**src/inc/pwm_sync_defines.svh**
```systemverilog
// Constants for the three-unit period synchronization control block.
// Assumes byte-wide control registers at consecutive indices.
`ifndef PWM_SYNC_DEFINES_SVH
`define PWM_SYNC_DEFINES_SVH

`define SYNC_REG_W 8
`define SYNC_ADDR_W 2
`define UNIT1_SYNC_OFS 2'h0
`define UNIT2_SYNC_OFS 2'h1
`define UNIT3_SYNC_OFS 2'h2
`define PHASE_OFFSET_BIT 7
`define PERIOD_INV_BIT 6
`define DUTY_INV_BIT 5
`define SYNC_MODE_LSB 0
`define SYNC_IMPL_MASK 8'hE3
`define SYNC_RESET_VAL 8'h00
`define UNMAPPED_READ_VAL 8'h00

`endif

```
**src/inc/pwm_sync_pkg.sv**
```systemverilog
// Types shared by the synchronization control block and its register file.
// Assumes the constants header is included by the users where needed.
package pwm_sync_pkg;

  // Code n selects unit n as the sync source; 2'b00 selects none
  typedef enum logic [1:0] {
    SRC_NONE  = 2'b00,
    SRC_UNIT1 = 2'b01,
    SRC_UNIT2 = 2'b10,
    SRC_UNIT3 = 2'b11
  } sync_src_t;

  typedef struct packed {
    logic phase_offset_sel;
    logic period_input_invert;
    logic duty_input_invert;
    logic [2:0] unused;
    sync_src_t sync_source_sel;
  } sync_ctrl_t;

  typedef struct packed {
    sync_ctrl_t unit3;
    sync_ctrl_t unit2;
    sync_ctrl_t unit1;
  } sync_regs_t;

  typedef struct packed {
    logic [2:0] period_lvl;
    logic [2:0] duty_lvl;
    logic [2:0] period_evt;
    logic [2:0] duty_evt;
    logic [2:0] sync_out;
    logic [2:0] latch_set;
    logic [7:0] rd_data;
  } core_state_t;

endpackage

```
**src/inc/sync_cfg_if.sv**
```systemverilog
// Carrier between the sync control core and its register file.
// Assumes one clock domain; write side is the core, storage side the regs.
`timescale 1ns/100ps
interface sync_cfg_if;
  logic wr;
  logic [1:0] addr;
  logic [7:0] wdata;
  pwm_sync_pkg::sync_regs_t regs;
  modport bus (output wr, output addr, output wdata, input regs);
  modport store (input wr, input addr, input wdata, output regs);
endinterface

```
**src/core/sync_reg_file.sv**
```systemverilog
// Storage for the three unit synchronization control registers.
// Assumes writes arrive as one-cycle strobes, synchronous to ref_clk.
`timescale 1ns/100ps
`include "pwm_sync_defines.svh"
module sync_reg_file (
  input wire logic ref_clk,
  input wire logic sys_rst,
  sync_cfg_if.store cfg
);

  pwm_sync_pkg::sync_regs_t regs_q;
  pwm_sync_pkg::sync_regs_t regs_d;

  function automatic logic [7:0] masked(input logic [7:0] v);
    masked = v & `SYNC_IMPL_MASK;
  endfunction

  always_comb begin
    regs_d = regs_q;
    if (cfg.wr) begin
      // RULE15: unimplemented bits dropped
      case (cfg.addr)
        `UNIT1_SYNC_OFS: regs_d.unit1 = masked(cfg.wdata);
        `UNIT2_SYNC_OFS: regs_d.unit2 = masked(cfg.wdata);
        `UNIT3_SYNC_OFS: regs_d.unit3 = masked(cfg.wdata);
        default: regs_d = regs_q;
      endcase
    end
  end

  always_ff @(posedge ref_clk) begin
    // RULE16: all bits clear on reset
    if (sys_rst) begin
      regs_q <= {3{`SYNC_RESET_VAL}};
    end else begin
      regs_q <= regs_d;
    end
  end

  assign cfg.regs = regs_q;

  // RULE15: reserved bits stay zero
  a_unused_bits_zero: assert property (@(posedge ref_clk) disable iff (sys_rst)
    (regs_q.unit1.unused | regs_q.unit2.unused | regs_q.unit3.unused) == 3'h0)
    else $error("reserved control bits became set"); // RULE15

  // RULE16: write lands next cycle
  a_write_stored: assert property (@(posedge ref_clk) disable iff (sys_rst)
    cfg.wr && cfg.addr == `UNIT2_SYNC_OFS |=>
    regs_q.unit2 == ($past(cfg.wdata) & `SYNC_IMPL_MASK))
    else $error("unit2 control write not stored"); // RULE16

endmodule // sync_reg_file

```
**src/core/pwm_period_sync_control.sv**
```systemverilog
// Period synchronization control for three PWM units.
// Assumes all event inputs are synchronous to ref_clk.
// Function
// RULE1: offset set: sync from phase, latch from period
// RULE2: offset clear: sync from period, latch from phase
// RULE3: period invert bit inverts period inputs
// RULE4: duty invert bit inverts duty inputs
// RULE5: unit1 mode 11 takes unit3 sync
// RULE6: unit1 mode 10 takes unit2 sync
// RULE7: unit1 mode 00 ignores sibling sync
// RULE8: unit2 mode 11 takes unit3 sync
// RULE9: unit2 mode 01 takes unit1 sync
// RULE10: unit2 mode 00 runs unsynchronized
// RULE11: unit3 mode 10 takes unit2 sync
// RULE12: unit3 mode 01 takes unit1 sync
// RULE13: unit3 mode 00 runs unsynchronized
// RULE14: software never writes self-referencing mode
// RULE15: bits 4..2 read zero, ignore writes
// RULE16: implemented bits read/write, reset to zero
// RULE17: sibling sync pulse restarts local period
//
// Strobed register access and the placing of the registers were left to the implementer.
`timescale 1ns/100ps
`include "pwm_sync_defines.svh"
module pwm_period_sync_control (
  input wire logic ref_clk,
  input wire logic sys_rst,
  input wire logic [1:0] reg_addr,
  input wire logic [7:0] reg_wdata,
  input wire logic reg_wr,
  input wire logic reg_rd,
  output logic [7:0] reg_rdata,
  input wire logic [2:0] period_in,
  input wire logic [2:0] duty_in,
  input wire logic [2:0] phase_pulse,
  output logic [2:0] period_evt,
  output logic [2:0] duty_evt,
  output logic [2:0] sync_out,
  output logic [2:0] latch_set
);

  sync_cfg_if cfg ();
  pwm_sync_pkg::core_state_t q;
  pwm_sync_pkg::core_state_t d;
  pwm_sync_pkg::sync_ctrl_t ctrl [3];

  sync_reg_file regs_i (
    .ref_clk(ref_clk),
    .sys_rst(sys_rst),
    .cfg(cfg)
  );

  assign cfg.wr = reg_wr;
  assign cfg.addr = reg_addr;
  assign cfg.wdata = reg_wdata;
  assign ctrl[0] = cfg.regs.unit1;
  assign ctrl[1] = cfg.regs.unit2;
  assign ctrl[2] = cfg.regs.unit3;

  // A mode code naming the unit itself is reserved; it is decoded as
  // unsynchronized so that a unit can never restart itself in a loop.
  function automatic logic sync_hit(
    input pwm_sync_pkg::sync_src_t src,
    input int unsigned self,
    input logic [2:0] outs
  );
    logic hit;
    hit = 1'b0;
    case (src)
      pwm_sync_pkg::SRC_UNIT1: hit = (self != 0) && outs[0];
      pwm_sync_pkg::SRC_UNIT2: hit = (self != 1) && outs[1];
      pwm_sync_pkg::SRC_UNIT3: hit = (self != 2) && outs[2];
      default: hit = 1'b0;
    endcase
    sync_hit = hit;
  endfunction

  function automatic logic rise(input logic now, input logic was);
    rise = now & ~was;
  endfunction

  always_comb begin
    logic per_lvl;
    logic dut_lvl;
    logic restart;
    logic per_evt;
    per_lvl = 1'b0;
    dut_lvl = 1'b0;
    restart = 1'b0;
    per_evt = 1'b0;
    d = q;
    for (int unsigned i = 0; i < 3; i++) begin
      // RULE3: period input polarity
      per_lvl = period_in[i] ^ ctrl[i].period_input_invert;
      // RULE4: duty input polarity
      dut_lvl = duty_in[i] ^ ctrl[i].duty_input_invert;
      // RULE5: sibling sync source decode
      // RULE7: mode 00 selects nothing
      // RULE6: unit1 takes unit2
      // RULE8: unit2 takes unit3
      // RULE9: unit2 takes unit1
      // RULE10: unit2 mode 00 idle
      // RULE11: unit3 takes unit2
      // RULE12: unit3 takes unit1
      // RULE13: unit3 mode 00 idle
      restart = sync_hit(ctrl[i].sync_source_sel, i, q.sync_out);
      // RULE17: sibling sync restarts period
      per_evt = rise(per_lvl, q.period_lvl[i]) | restart;
      d.period_lvl[i] = per_lvl;
      d.duty_lvl[i] = dut_lvl;
      d.period_evt[i] = per_evt;
      d.duty_evt[i] = rise(dut_lvl, q.duty_lvl[i]);
      // RULE1: offset mode swaps sources
      // RULE2: default sources
      if (ctrl[i].phase_offset_sel) begin
        d.sync_out[i] = phase_pulse[i];
        d.latch_set[i] = per_evt;
      end else begin
        d.sync_out[i] = per_evt;
        d.latch_set[i] = phase_pulse[i];
      end
    end
    // RULE16: registers read back
    d.rd_data = `UNMAPPED_READ_VAL;
    if (reg_rd) begin
      case (reg_addr)
        `UNIT1_SYNC_OFS: d.rd_data = ctrl[0];
        `UNIT2_SYNC_OFS: d.rd_data = ctrl[1];
        `UNIT3_SYNC_OFS: d.rd_data = ctrl[2];
        default: d.rd_data = `UNMAPPED_READ_VAL;
      endcase
    end
  end

  always_ff @(posedge ref_clk) begin
    if (sys_rst) begin
      q <= '0;
    end else begin
      q <= d;
    end
  end

  assign reg_rdata = q.rd_data;
  assign period_evt = q.period_evt;
  assign duty_evt = q.duty_evt;
  assign sync_out = q.sync_out;
  assign latch_set = q.latch_set;

  // Per-unit checks on event routing and polarity
  for (genvar u = 0; u < 3; u++) begin : g_chk
    // RULE1: offset on, phase drives sync
    a_offset_sync_phase: assert property (@(posedge ref_clk)
      disable iff (sys_rst)
      ctrl[u].phase_offset_sel |=> sync_out[u] == $past(phase_pulse[u]))
      else $error("sync output not from phase event"); // RULE1

    // RULE1: offset on, period sets latch
    a_offset_latch_per: assert property (@(posedge ref_clk)
      disable iff (sys_rst)
      ctrl[u].phase_offset_sel |=> latch_set[u] == period_evt[u])
      else $error("latch set not from period event"); // RULE1

    // RULE2: offset off, period drives sync
    a_plain_sync_per: assert property (@(posedge ref_clk)
      disable iff (sys_rst)
      !ctrl[u].phase_offset_sel |=> sync_out[u] == period_evt[u])
      else $error("sync output not from period event"); // RULE2

    // RULE2: offset off, phase sets latch
    a_plain_latch_phase: assert property (@(posedge ref_clk)
      disable iff (sys_rst)
      !ctrl[u].phase_offset_sel |=> latch_set[u] == $past(phase_pulse[u]))
      else $error("latch set not from phase event"); // RULE2

    // RULE3: inverted period edge detected
    a_period_inv_edge: assert property (@(posedge ref_clk)
      disable iff (sys_rst)
      ctrl[u].period_input_invert && $stable(ctrl[u].period_input_invert)
      && $fell(period_in[u]) |=> period_evt[u])
      else $error("inverted period edge missed"); // RULE3

    // RULE3: plain period edge detected
    a_period_pass_edge: assert property (@(posedge ref_clk)
      disable iff (sys_rst)
      !ctrl[u].period_input_invert && $stable(ctrl[u].period_input_invert)
      && $rose(period_in[u]) |=> period_evt[u])
      else $error("period rising edge missed"); // RULE3

    // RULE4: duty event follows polarity
    a_duty_polarity: assert property (@(posedge ref_clk)
      disable iff (sys_rst)
      $stable(ctrl[u].duty_input_invert) && (ctrl[u].duty_input_invert ?
      $fell(duty_in[u]) : $rose(duty_in[u])) |=> duty_evt[u])
      else $error("duty edge not detected"); // RULE4

    // RULE4: no duty event without edge
    a_duty_no_spur: assert property (@(posedge ref_clk)
      disable iff (sys_rst)
      $stable(duty_in[u]) && $stable(ctrl[u].duty_input_invert)
      |=> !duty_evt[u])
      else $error("duty event without input edge"); // RULE4
  end

  // RULE5: unit1 follows unit3
  a_u1_from_u3: assert property (@(posedge ref_clk) disable iff (sys_rst)
    ctrl[0].sync_source_sel == pwm_sync_pkg::SRC_UNIT3 && sync_out[2]
    |=> period_evt[0])
    else $error("unit1 missed unit3 sync"); // RULE5

  // RULE6: unit1 follows unit2
  a_u1_from_u2: assert property (@(posedge ref_clk) disable iff (sys_rst)
    ctrl[0].sync_source_sel == pwm_sync_pkg::SRC_UNIT2 && sync_out[1]
    |=> period_evt[0])
    else $error("unit1 missed unit2 sync"); // RULE6

  // RULE7: unit1 free running
  a_u1_free: assert property (@(posedge ref_clk) disable iff (sys_rst)
    ctrl[0].sync_source_sel == pwm_sync_pkg::SRC_NONE
    && !$rose(period_in[0] ^ ctrl[0].period_input_invert)
    && $stable(ctrl[0].period_input_invert) |=> !period_evt[0])
    else $error("unit1 restarted while unsynchronized"); // RULE7

  // RULE8: unit2 follows unit3
  a_u2_from_u3: assert property (@(posedge ref_clk) disable iff (sys_rst)
    ctrl[1].sync_source_sel == pwm_sync_pkg::SRC_UNIT3 && sync_out[2]
    |=> period_evt[1])
    else $error("unit2 missed unit3 sync"); // RULE8

  // RULE9: unit2 follows unit1
  a_u2_from_u1: assert property (@(posedge ref_clk) disable iff (sys_rst)
    ctrl[1].sync_source_sel == pwm_sync_pkg::SRC_UNIT1 && sync_out[0]
    |=> period_evt[1])
    else $error("unit2 missed unit1 sync"); // RULE9

  // RULE10: unit2 free running
  a_u2_free: assert property (@(posedge ref_clk) disable iff (sys_rst)
    ctrl[1].sync_source_sel == pwm_sync_pkg::SRC_NONE
    && !$rose(period_in[1] ^ ctrl[1].period_input_invert)
    && $stable(ctrl[1].period_input_invert) |=> !period_evt[1])
    else $error("unit2 restarted while unsynchronized"); // RULE10

  // RULE11: unit3 follows unit2
  a_u3_from_u2: assert property (@(posedge ref_clk) disable iff (sys_rst)
    ctrl[2].sync_source_sel == pwm_sync_pkg::SRC_UNIT2 && sync_out[1]
    |=> period_evt[2])
    else $error("unit3 missed unit2 sync"); // RULE11

  // RULE12: unit3 follows unit1
  a_u3_from_u1: assert property (@(posedge ref_clk) disable iff (sys_rst)
    ctrl[2].sync_source_sel == pwm_sync_pkg::SRC_UNIT1 && sync_out[0]
    |=> period_evt[2])
    else $error("unit3 missed unit1 sync"); // RULE12

  // RULE13: unit3 free running
  a_u3_free: assert property (@(posedge ref_clk) disable iff (sys_rst)
    ctrl[2].sync_source_sel == pwm_sync_pkg::SRC_NONE
    && !$rose(period_in[2] ^ ctrl[2].period_input_invert)
    && $stable(ctrl[2].period_input_invert) |=> !period_evt[2])
    else $error("unit3 restarted while unsynchronized"); // RULE13

  // RULE14: reserved self code has no effect
  a_self_code_inert: assert property (@(posedge ref_clk)
    disable iff (sys_rst)
    ctrl[0].sync_source_sel == pwm_sync_pkg::SRC_UNIT1
    && !$rose(period_in[0] ^ ctrl[0].period_input_invert)
    && $stable(ctrl[0].period_input_invert) |=> !period_evt[0])
    else $error("unit1 reacted to its own sync"); // RULE14

  // RULE15: reserved bits read zero
  a_read_rsvd_zero: assert property (@(posedge ref_clk)
    disable iff (sys_rst)
    reg_rd |=> reg_rdata[4:2] == 3'h0)
    else $error("reserved bits read nonzero"); // RULE15

  // RULE16: write then read returns data
  a_write_readback: assert property (@(posedge ref_clk)
    disable iff (sys_rst)
    reg_wr && reg_addr == `UNIT1_SYNC_OFS ##1
    reg_rd && reg_addr == `UNIT1_SYNC_OFS && !reg_wr
    |=> reg_rdata == ($past(reg_wdata, 2) & `SYNC_IMPL_MASK))
    else $error("unit1 control readback mismatch"); // RULE16

  // RULE16: unmapped and idle reads zero
  a_read_idle_zero: assert property (@(posedge ref_clk)
    disable iff (sys_rst)
    !reg_rd || reg_addr == 2'h3 |=> reg_rdata == `UNMAPPED_READ_VAL)
    else $error("read data outside read slot"); // RULE16

  // RULE17: unit1 sync restarts unit2 next cycle
  a_restart_one_cycle: assert property (@(posedge ref_clk)
    disable iff (sys_rst)
    ctrl[1].sync_source_sel == pwm_sync_pkg::SRC_UNIT1
    && $stable(ctrl[1]) && !ctrl[0].phase_offset_sel
    && $rose(sync_out[0]) |=> period_evt[1])
    else $error("sibling sync did not restart unit2"); // RULE17

  // RULE16: reset clears outputs and controls
  a_reset_clears: assert property (@(posedge ref_clk) // RULE16
    $fell(sys_rst) |-> {reg_rdata, period_evt, duty_evt, sync_out,
    latch_set} == 20'h00000 && cfg.regs == 24'h000000)
    else $error("outputs or controls not clear after reset");

  // RULE16: unit3 write lands next cycle
  a_unit3_stored: assert property (@(posedge ref_clk) // RULE16
    disable iff (sys_rst)
    reg_wr && reg_addr == `UNIT3_SYNC_OFS
    |=> ctrl[2] == ($past(reg_wdata) & `SYNC_IMPL_MASK))
    else $error("unit3 control write not stored");

endmodule // pwm_period_sync_control

```
**config.mk**
```make
export PLATFORM = sky130hd
export DESIGN_NAME = pwm_period_sync_control
export DESIGN_NICKNAME = d
export VERILOG_FILES = /design/src/inc/pwm_sync_pkg.sv /design/src/inc/sync_cfg_if.sv /design/src/core/sync_reg_file.sv /design/src/core/pwm_period_sync_control.sv
export VERILOG_INCLUDE_DIRS = /design/src /design/src/inc
export SDC_FILE = /design/constraint.sdc
export NUM_CORES = 1
export LEC_CHECK = 0
export BUFFER_PORTS_ARGS = -buffer_cell sky130_fd_sc_hd__buf_2
export CAP_MARGIN = 20
export CORE_UTILIZATION = 48
export CTS_BUF_LIST = sky130_fd_sc_hd__clkbuf_2 sky130_fd_sc_hd__clkbuf_4 sky130_fd_sc_hd__clkbuf_8
export CTS_CLUSTER_DIAMETER = 60
export DETAILED_ROUTE_END_ITERATION = 12
export PLACE_DENSITY_LB_ADDON = 0.2
export SETUP_SLACK_MARGIN = 0.2
export SLEW_MARGIN = 25
export SYNTH_ARGS = -nofsm -noshare
export SYNTH_HDL_FRONTEND = slang
export SYNTH_HIERARCHICAL = 1
export SYNTH_SLANG_ARGS = --single-unit
```
**constraint.sdc**
```tcl
create_clock -name ref_clk -period 1.6 [get_ports ref_clk]
set_input_delay 0 -clock ref_clk [delete_from_list [all_inputs] [get_ports ref_clk]]
set_output_delay 0 -clock ref_clk [all_outputs]
set_load 0.01 [all_outputs]
```
Word-level counts from Yosys, hierarchy flattened --
Cells that the tools add are included.
Cells by class: muxes and demuxes 10, reductions and logical operators 5, equality and inequality tests 8, bitwise gates (word level) 22
Operators by type and width (number):
- one-hot mux 8 bit (3 select lines) | 1
- == test 2 bit, second input constant | 5
- NOT 1 bit | 7
- AND 1 bit | 6
- == test 2 x 1 -> 1 bit, second input constant | 3
- 2-to-1 mux 1 bit | 6
- one-hot mux 1 bit (2 select lines) | 3
- AND reduction 2 bit | 3
- bitwise XOR 1 bit | 6
- bitwise OR 1 bit | 3
- zero test 2 bit | 1
- OR reduction 2 bit | 1
Word-level totals: logic and storage cells 64, register bits 41

Depth between registers and ports, before layout --
word-level depth 4, mapped depth 5, mapped depth without buffers 5

Modules after synthesis --
Netlist, hierarchy kept.
Modules (own cells, without submodules):
- pwm_period_sync_control | cells an instance 128, area each 1208.7 um^2, times used 1, sequential area each 520.5 um^2
- sync_reg_file | cells an instance 69, area each 713.2 um^2, times used 1, sequential area each 300.3 um^2

Worst setup path before layout --
No wires, ideal clock.
kind register to register, start register regs_i.regs_q (netlist bit regs_i/cfg.regs[17]), end register q (netlist bit latch_set[2]), required time 1.485 ns, period minus slack after synthesis 1.108 ns, arrival time 0.994 ns, stages on the path, launching flop included 6, slack 0.492 ns, path buffers 0, cell sequence dfxtp_1 -> inv_1 -> ha_1 -> a22oi_1 -> o22ai_1 -> o21a_1
On the way: longest elaborated chain between the ends 4
Ends and longest elaborated chain:
- from (decl) | line sync_reg_file.sv:11 | pwm_sync_pkg::sync_regs_t regs_q;
- from (signal assigned) | line sync_reg_file.sv:34 | regs_q <= {3{`SYNC_RESET_VAL}};
- from (signal assigned) | line sync_reg_file.sv:36 | regs_q <= regs_d;
- == test 2 bit or == test 2 x 1 -> 1 bit (tied branches) | line pwm_period_sync_control.sv:69 | case (src)
- one-hot mux 1 bit (2 select lines) * | line pwm_period_sync_control.sv:69
- bitwise OR 1 bit * | line pwm_period_sync_control.sv:108 | per_evt = rise(per_lvl, q.period_lvl[i]) | restart;
- 2-to-1 mux 1 bit * | line pwm_period_sync_control.sv:115 | if (ctrl[i].phase_offset_sel) begin
- to (signal assigned) | line pwm_period_sync_control.sv:137 | q <= '0;
- to (signal assigned) | line pwm_period_sync_control.sv:139 | q <= d;
- to (decl) | line pwm_period_sync_control.sv:43 | pwm_sync_pkg::core_state_t q;
Mark *: on every way between the ends. The rest lies on a longest branch, timed or not. A chain may end at the register's enable or synchronous reset.

Final worst setup path --
start register regs_i.regs_q (netlist bit regs_i/cfg.regs[16]), end register q (netlist bit latch_set[2])
The elaborated chain is that of the path after synthesis.

==> impl_metrics.tcl <==
set metrics [dict create \
    grt-ovfl-total 0 \
    area_growth_pct 9.18 \
    ys_ff_latch 41 \
    die-area_mm2 0.00426 \
    ctsRootBufferMaster "clkbuf_8" \
    cp.required_ns 1.78 \
    cts.clk_slew.worst_paths_ns 0.07 \
    crit_path_max_fanout 4 \
    dr_total_vias 1262 \
    fin_area_mm2 0.00210 \
    fill_cells 345 \
    first_iter_violations 44 \
    grt_max_degree 32 \
    ctsResizeCount 0 \
    ant_nets 0 \
    drc 0 \
    finalCritPeriodShare 0.787 \
    drive_gt1_frac 0.235 \
    fin_cells 269 \
    start_util 0.513 \
    wirelength_um 3520 \
    intPower_mw 1.58 \
    status "complete, no violations" \
    clockBufferDepth 2 \
    viasPerCell 4.69 \
    switchingPower_mw 0.477 \
    grt_first_pass_wirelength_um 5910 \
    clk-insertion-delay-late_ns 0.29 \
    p_clk_frac 0.351 \
    path_class "reg -> reg" \
    fin_crit_ns 1.26 \
    max_stage_delay_ns 0.39 \
    grt_pass1_vias 1269 \
    r2r_slack_ns 0.34 \
    io_buffers 39 \
    yosysSeqAreaShare 0.427 \
    place_congestion 0.779 \
    synth_area_mm2 0.00192 \
    die-width_um 65.3 \
    combPwrFrac 0.115 \
    cts.sink_count 41 \
    setup_tns_ns 0 \
    seqPwrFrac 0.534 \
    fmax_mhz 794 \
    post_cts_buffers 0 \
    cts_hold_buf 6 \
    setup_viol 0 \
    skew_ns 0.00489 \
    p_per_area_mw_per_mm2 978 \
    layout.nets 245 \
    n_antenna_cell 0 \
    h-tree-depth 2 \
    min_path_cells 3 \
    slew_viol_final 0 \
    arrival_ns 1.44 \
    post_drt_wl_per_cell_um 13.1 \
    yosysWarnings 6 \
    r2r_cells 5 \
    place_hpwl_um 2520 \
    dp_cells 255 \
    rsz0062_at_grt "false" \
    netSwitchingFraction 0.232 \
    syn_inst 197 \
    leakage_nw 0.962 \
    fp.dieH_um 65.3 \
    ys_types 29 \
    maxCapViolCount 0 \
    place_area_mm2 0.00194 \
    cts_inserted_buffers 5 \
    startpoint_type "flop" \
    slowest_stage "dfxtp_1" \
    antenna_found_initial 0 \
    finalHoldViolCount 0 \
    endpoint_kind "flop" \
    fp.coreArea_mm2 0.00374 \
    crit_chain "inv_1 -> ha_1 -> a22oi_1 -> o22ai_1 -> o21a_1" \
    cts_tree "done" \
    syn_area_per_cell_um2 9.76 \
    ir_drop_mv 0.432 \
    hp-class "in -> reg" \
    ioPinCount 43 \
    first_pass_iters 4 \
    num_rows 22 \
    grtUsageTotal 0.187 \
]
[path summary, 6_finish.rpt]
path,startpoint,to
worst max register to register,regs_i/cfg.regs[16],latch_set[2]
worst max-delay path,regs_i/cfg.regs[16],latch_set[2]
worst min register to register,q[21],duty_evt[1]
worst min-delay path,period_in[0],q[23]
[final cells by class]
class                      count  area [um^2]  area share
clock buffer                   7         96.3      0.0459
clock inverter                 1         5.00     0.00239
inverter                       6         22.5      0.0107
multi-input combinational    120          831       0.396
sequential                    41          821       0.391
tap                           48         60.1      0.0286
timing repair buffer          46          263       0.125
[flip-flops by register name, summed over array words and instances, names as in the netlist]
signal	flops
reg_rdata	8
latch_set	3
duty_evt	3
period_evt	3
regs_i/cfg.regs	15
sync_out	3
q	6
[synth_stat cells (all sizes together)]
library cell	number	share of area
nor2b	4	0.014
ha	2	0.013
mux2	2	0.012
a22oi	1	0.0039
conb	1	0.0020
a2bb2oi	4	0.018
and3b	2	0.010
inv	6	0.012
nor3	3	0.0078
nand3b	3	0.012
buf	35	0.14
nor2	12	0.023
o22ai	1	0.0033
or3b	1	0.0046
mux2i	23	0.12
nand2	7	0.014
or2	4	0.013
nand2b	22	0.072
xor2	2	0.0091
a21oi	8	0.021
xnor2	4	0.018
clkbuf	3	0.0059
a311oi	4	0.018
o21a	2	0.0078
dfxtp	41	0.43
[logic make-up (layout without fill, tap and decap cells)]
logic type / Yosys count / count (layout) / share of synthesized area
AND/OR/NAND/NOR: 58 / 58 / 0.171
other: 1 / 9 / 0.00195
buffers and inverters: 44 / 60 / 0.156
multiplexers: 25 / 25 / 0.132
adder cells (fa/ha/maj): 2 / 2 / 0.0130
flip-flops: 41 / 41 / 0.427
AO/OA/AOI/OAI: 20 / 20 / 0.0723
XOR/XNOR: 6 / 6 / 0.0273
[routing by layer]
layer,global-route usage,routed length (um),up-vias
met2,0.305,1670,34
met5,0,0,-
met4,0.0870,61,0
met3,0.0503,191,7
met1,0.226,1600,568
li1,-,-,653
[placed cells by master, fill, tap and decap left out]
master,netlist,routed
xnor2_1,4,4
conb_1,1,9
nand2_1,7,7
mux2_2,1,1
o21a_1,2,2
mux2i_1,23,23
buf_2,3,39
clkbuf_8,0,7
nand2b_1,22,22
a21oi_1,8,8
buf_4,29,1
a311oi_1,4,4
dlygate4sd3_1,0,6
or2_0,4,4
and3b_2,2,2
dfxtp_1,41,41
nor2b_1,3,3
clkinv_2,0,1
a22oi_1,1,1
mux2_1,1,1
a2bb2oi_1,4,4
o22ai_1,1,1
nor2b_2,1,1
nand3b_1,3,3
or3b_1,1,1
inv_1,6,6
xor2_1,2,2
nor3_1,3,3
ha_1,2,2
nor2_1,12,12
[power groups by stage]
stage,Combinational [mW],Clock (mW),Sequential [mW]
after floorplan,0.204,0,1.11
after global placement,0.215,0,1.12
after detailed placement,0.222,0,1.12
after CTS,0.234,0.748,1.10
after global routing,0.263,0.791,1.10
final,0.236,0.721,1.10
[critical path, delay by kind of cell, from the launching register on]
family                     cells  cell delay [ns]
DFF                            1             0.39
AOI/OAI and AO/OA              3             0.51
buffers and inverters          1             0.06
adders and majority gates      1             0.19
[metrics by stage]
step	setup slack, ns	hold WS [ns]	power (mW)	util
after floorplan	0.492	0.154	1.32	-
after global placement	0.393	0.259	1.33	0.517
after detailed placement	0.344	0.275	1.34	0.517
after CTS	0.331	0.0249	2.08	0.560
after global routing	0.255	0.0369	2.15	0.560
final	0.340	0.0333	2.05	0.560
Power figures use the tool's default switching activity.
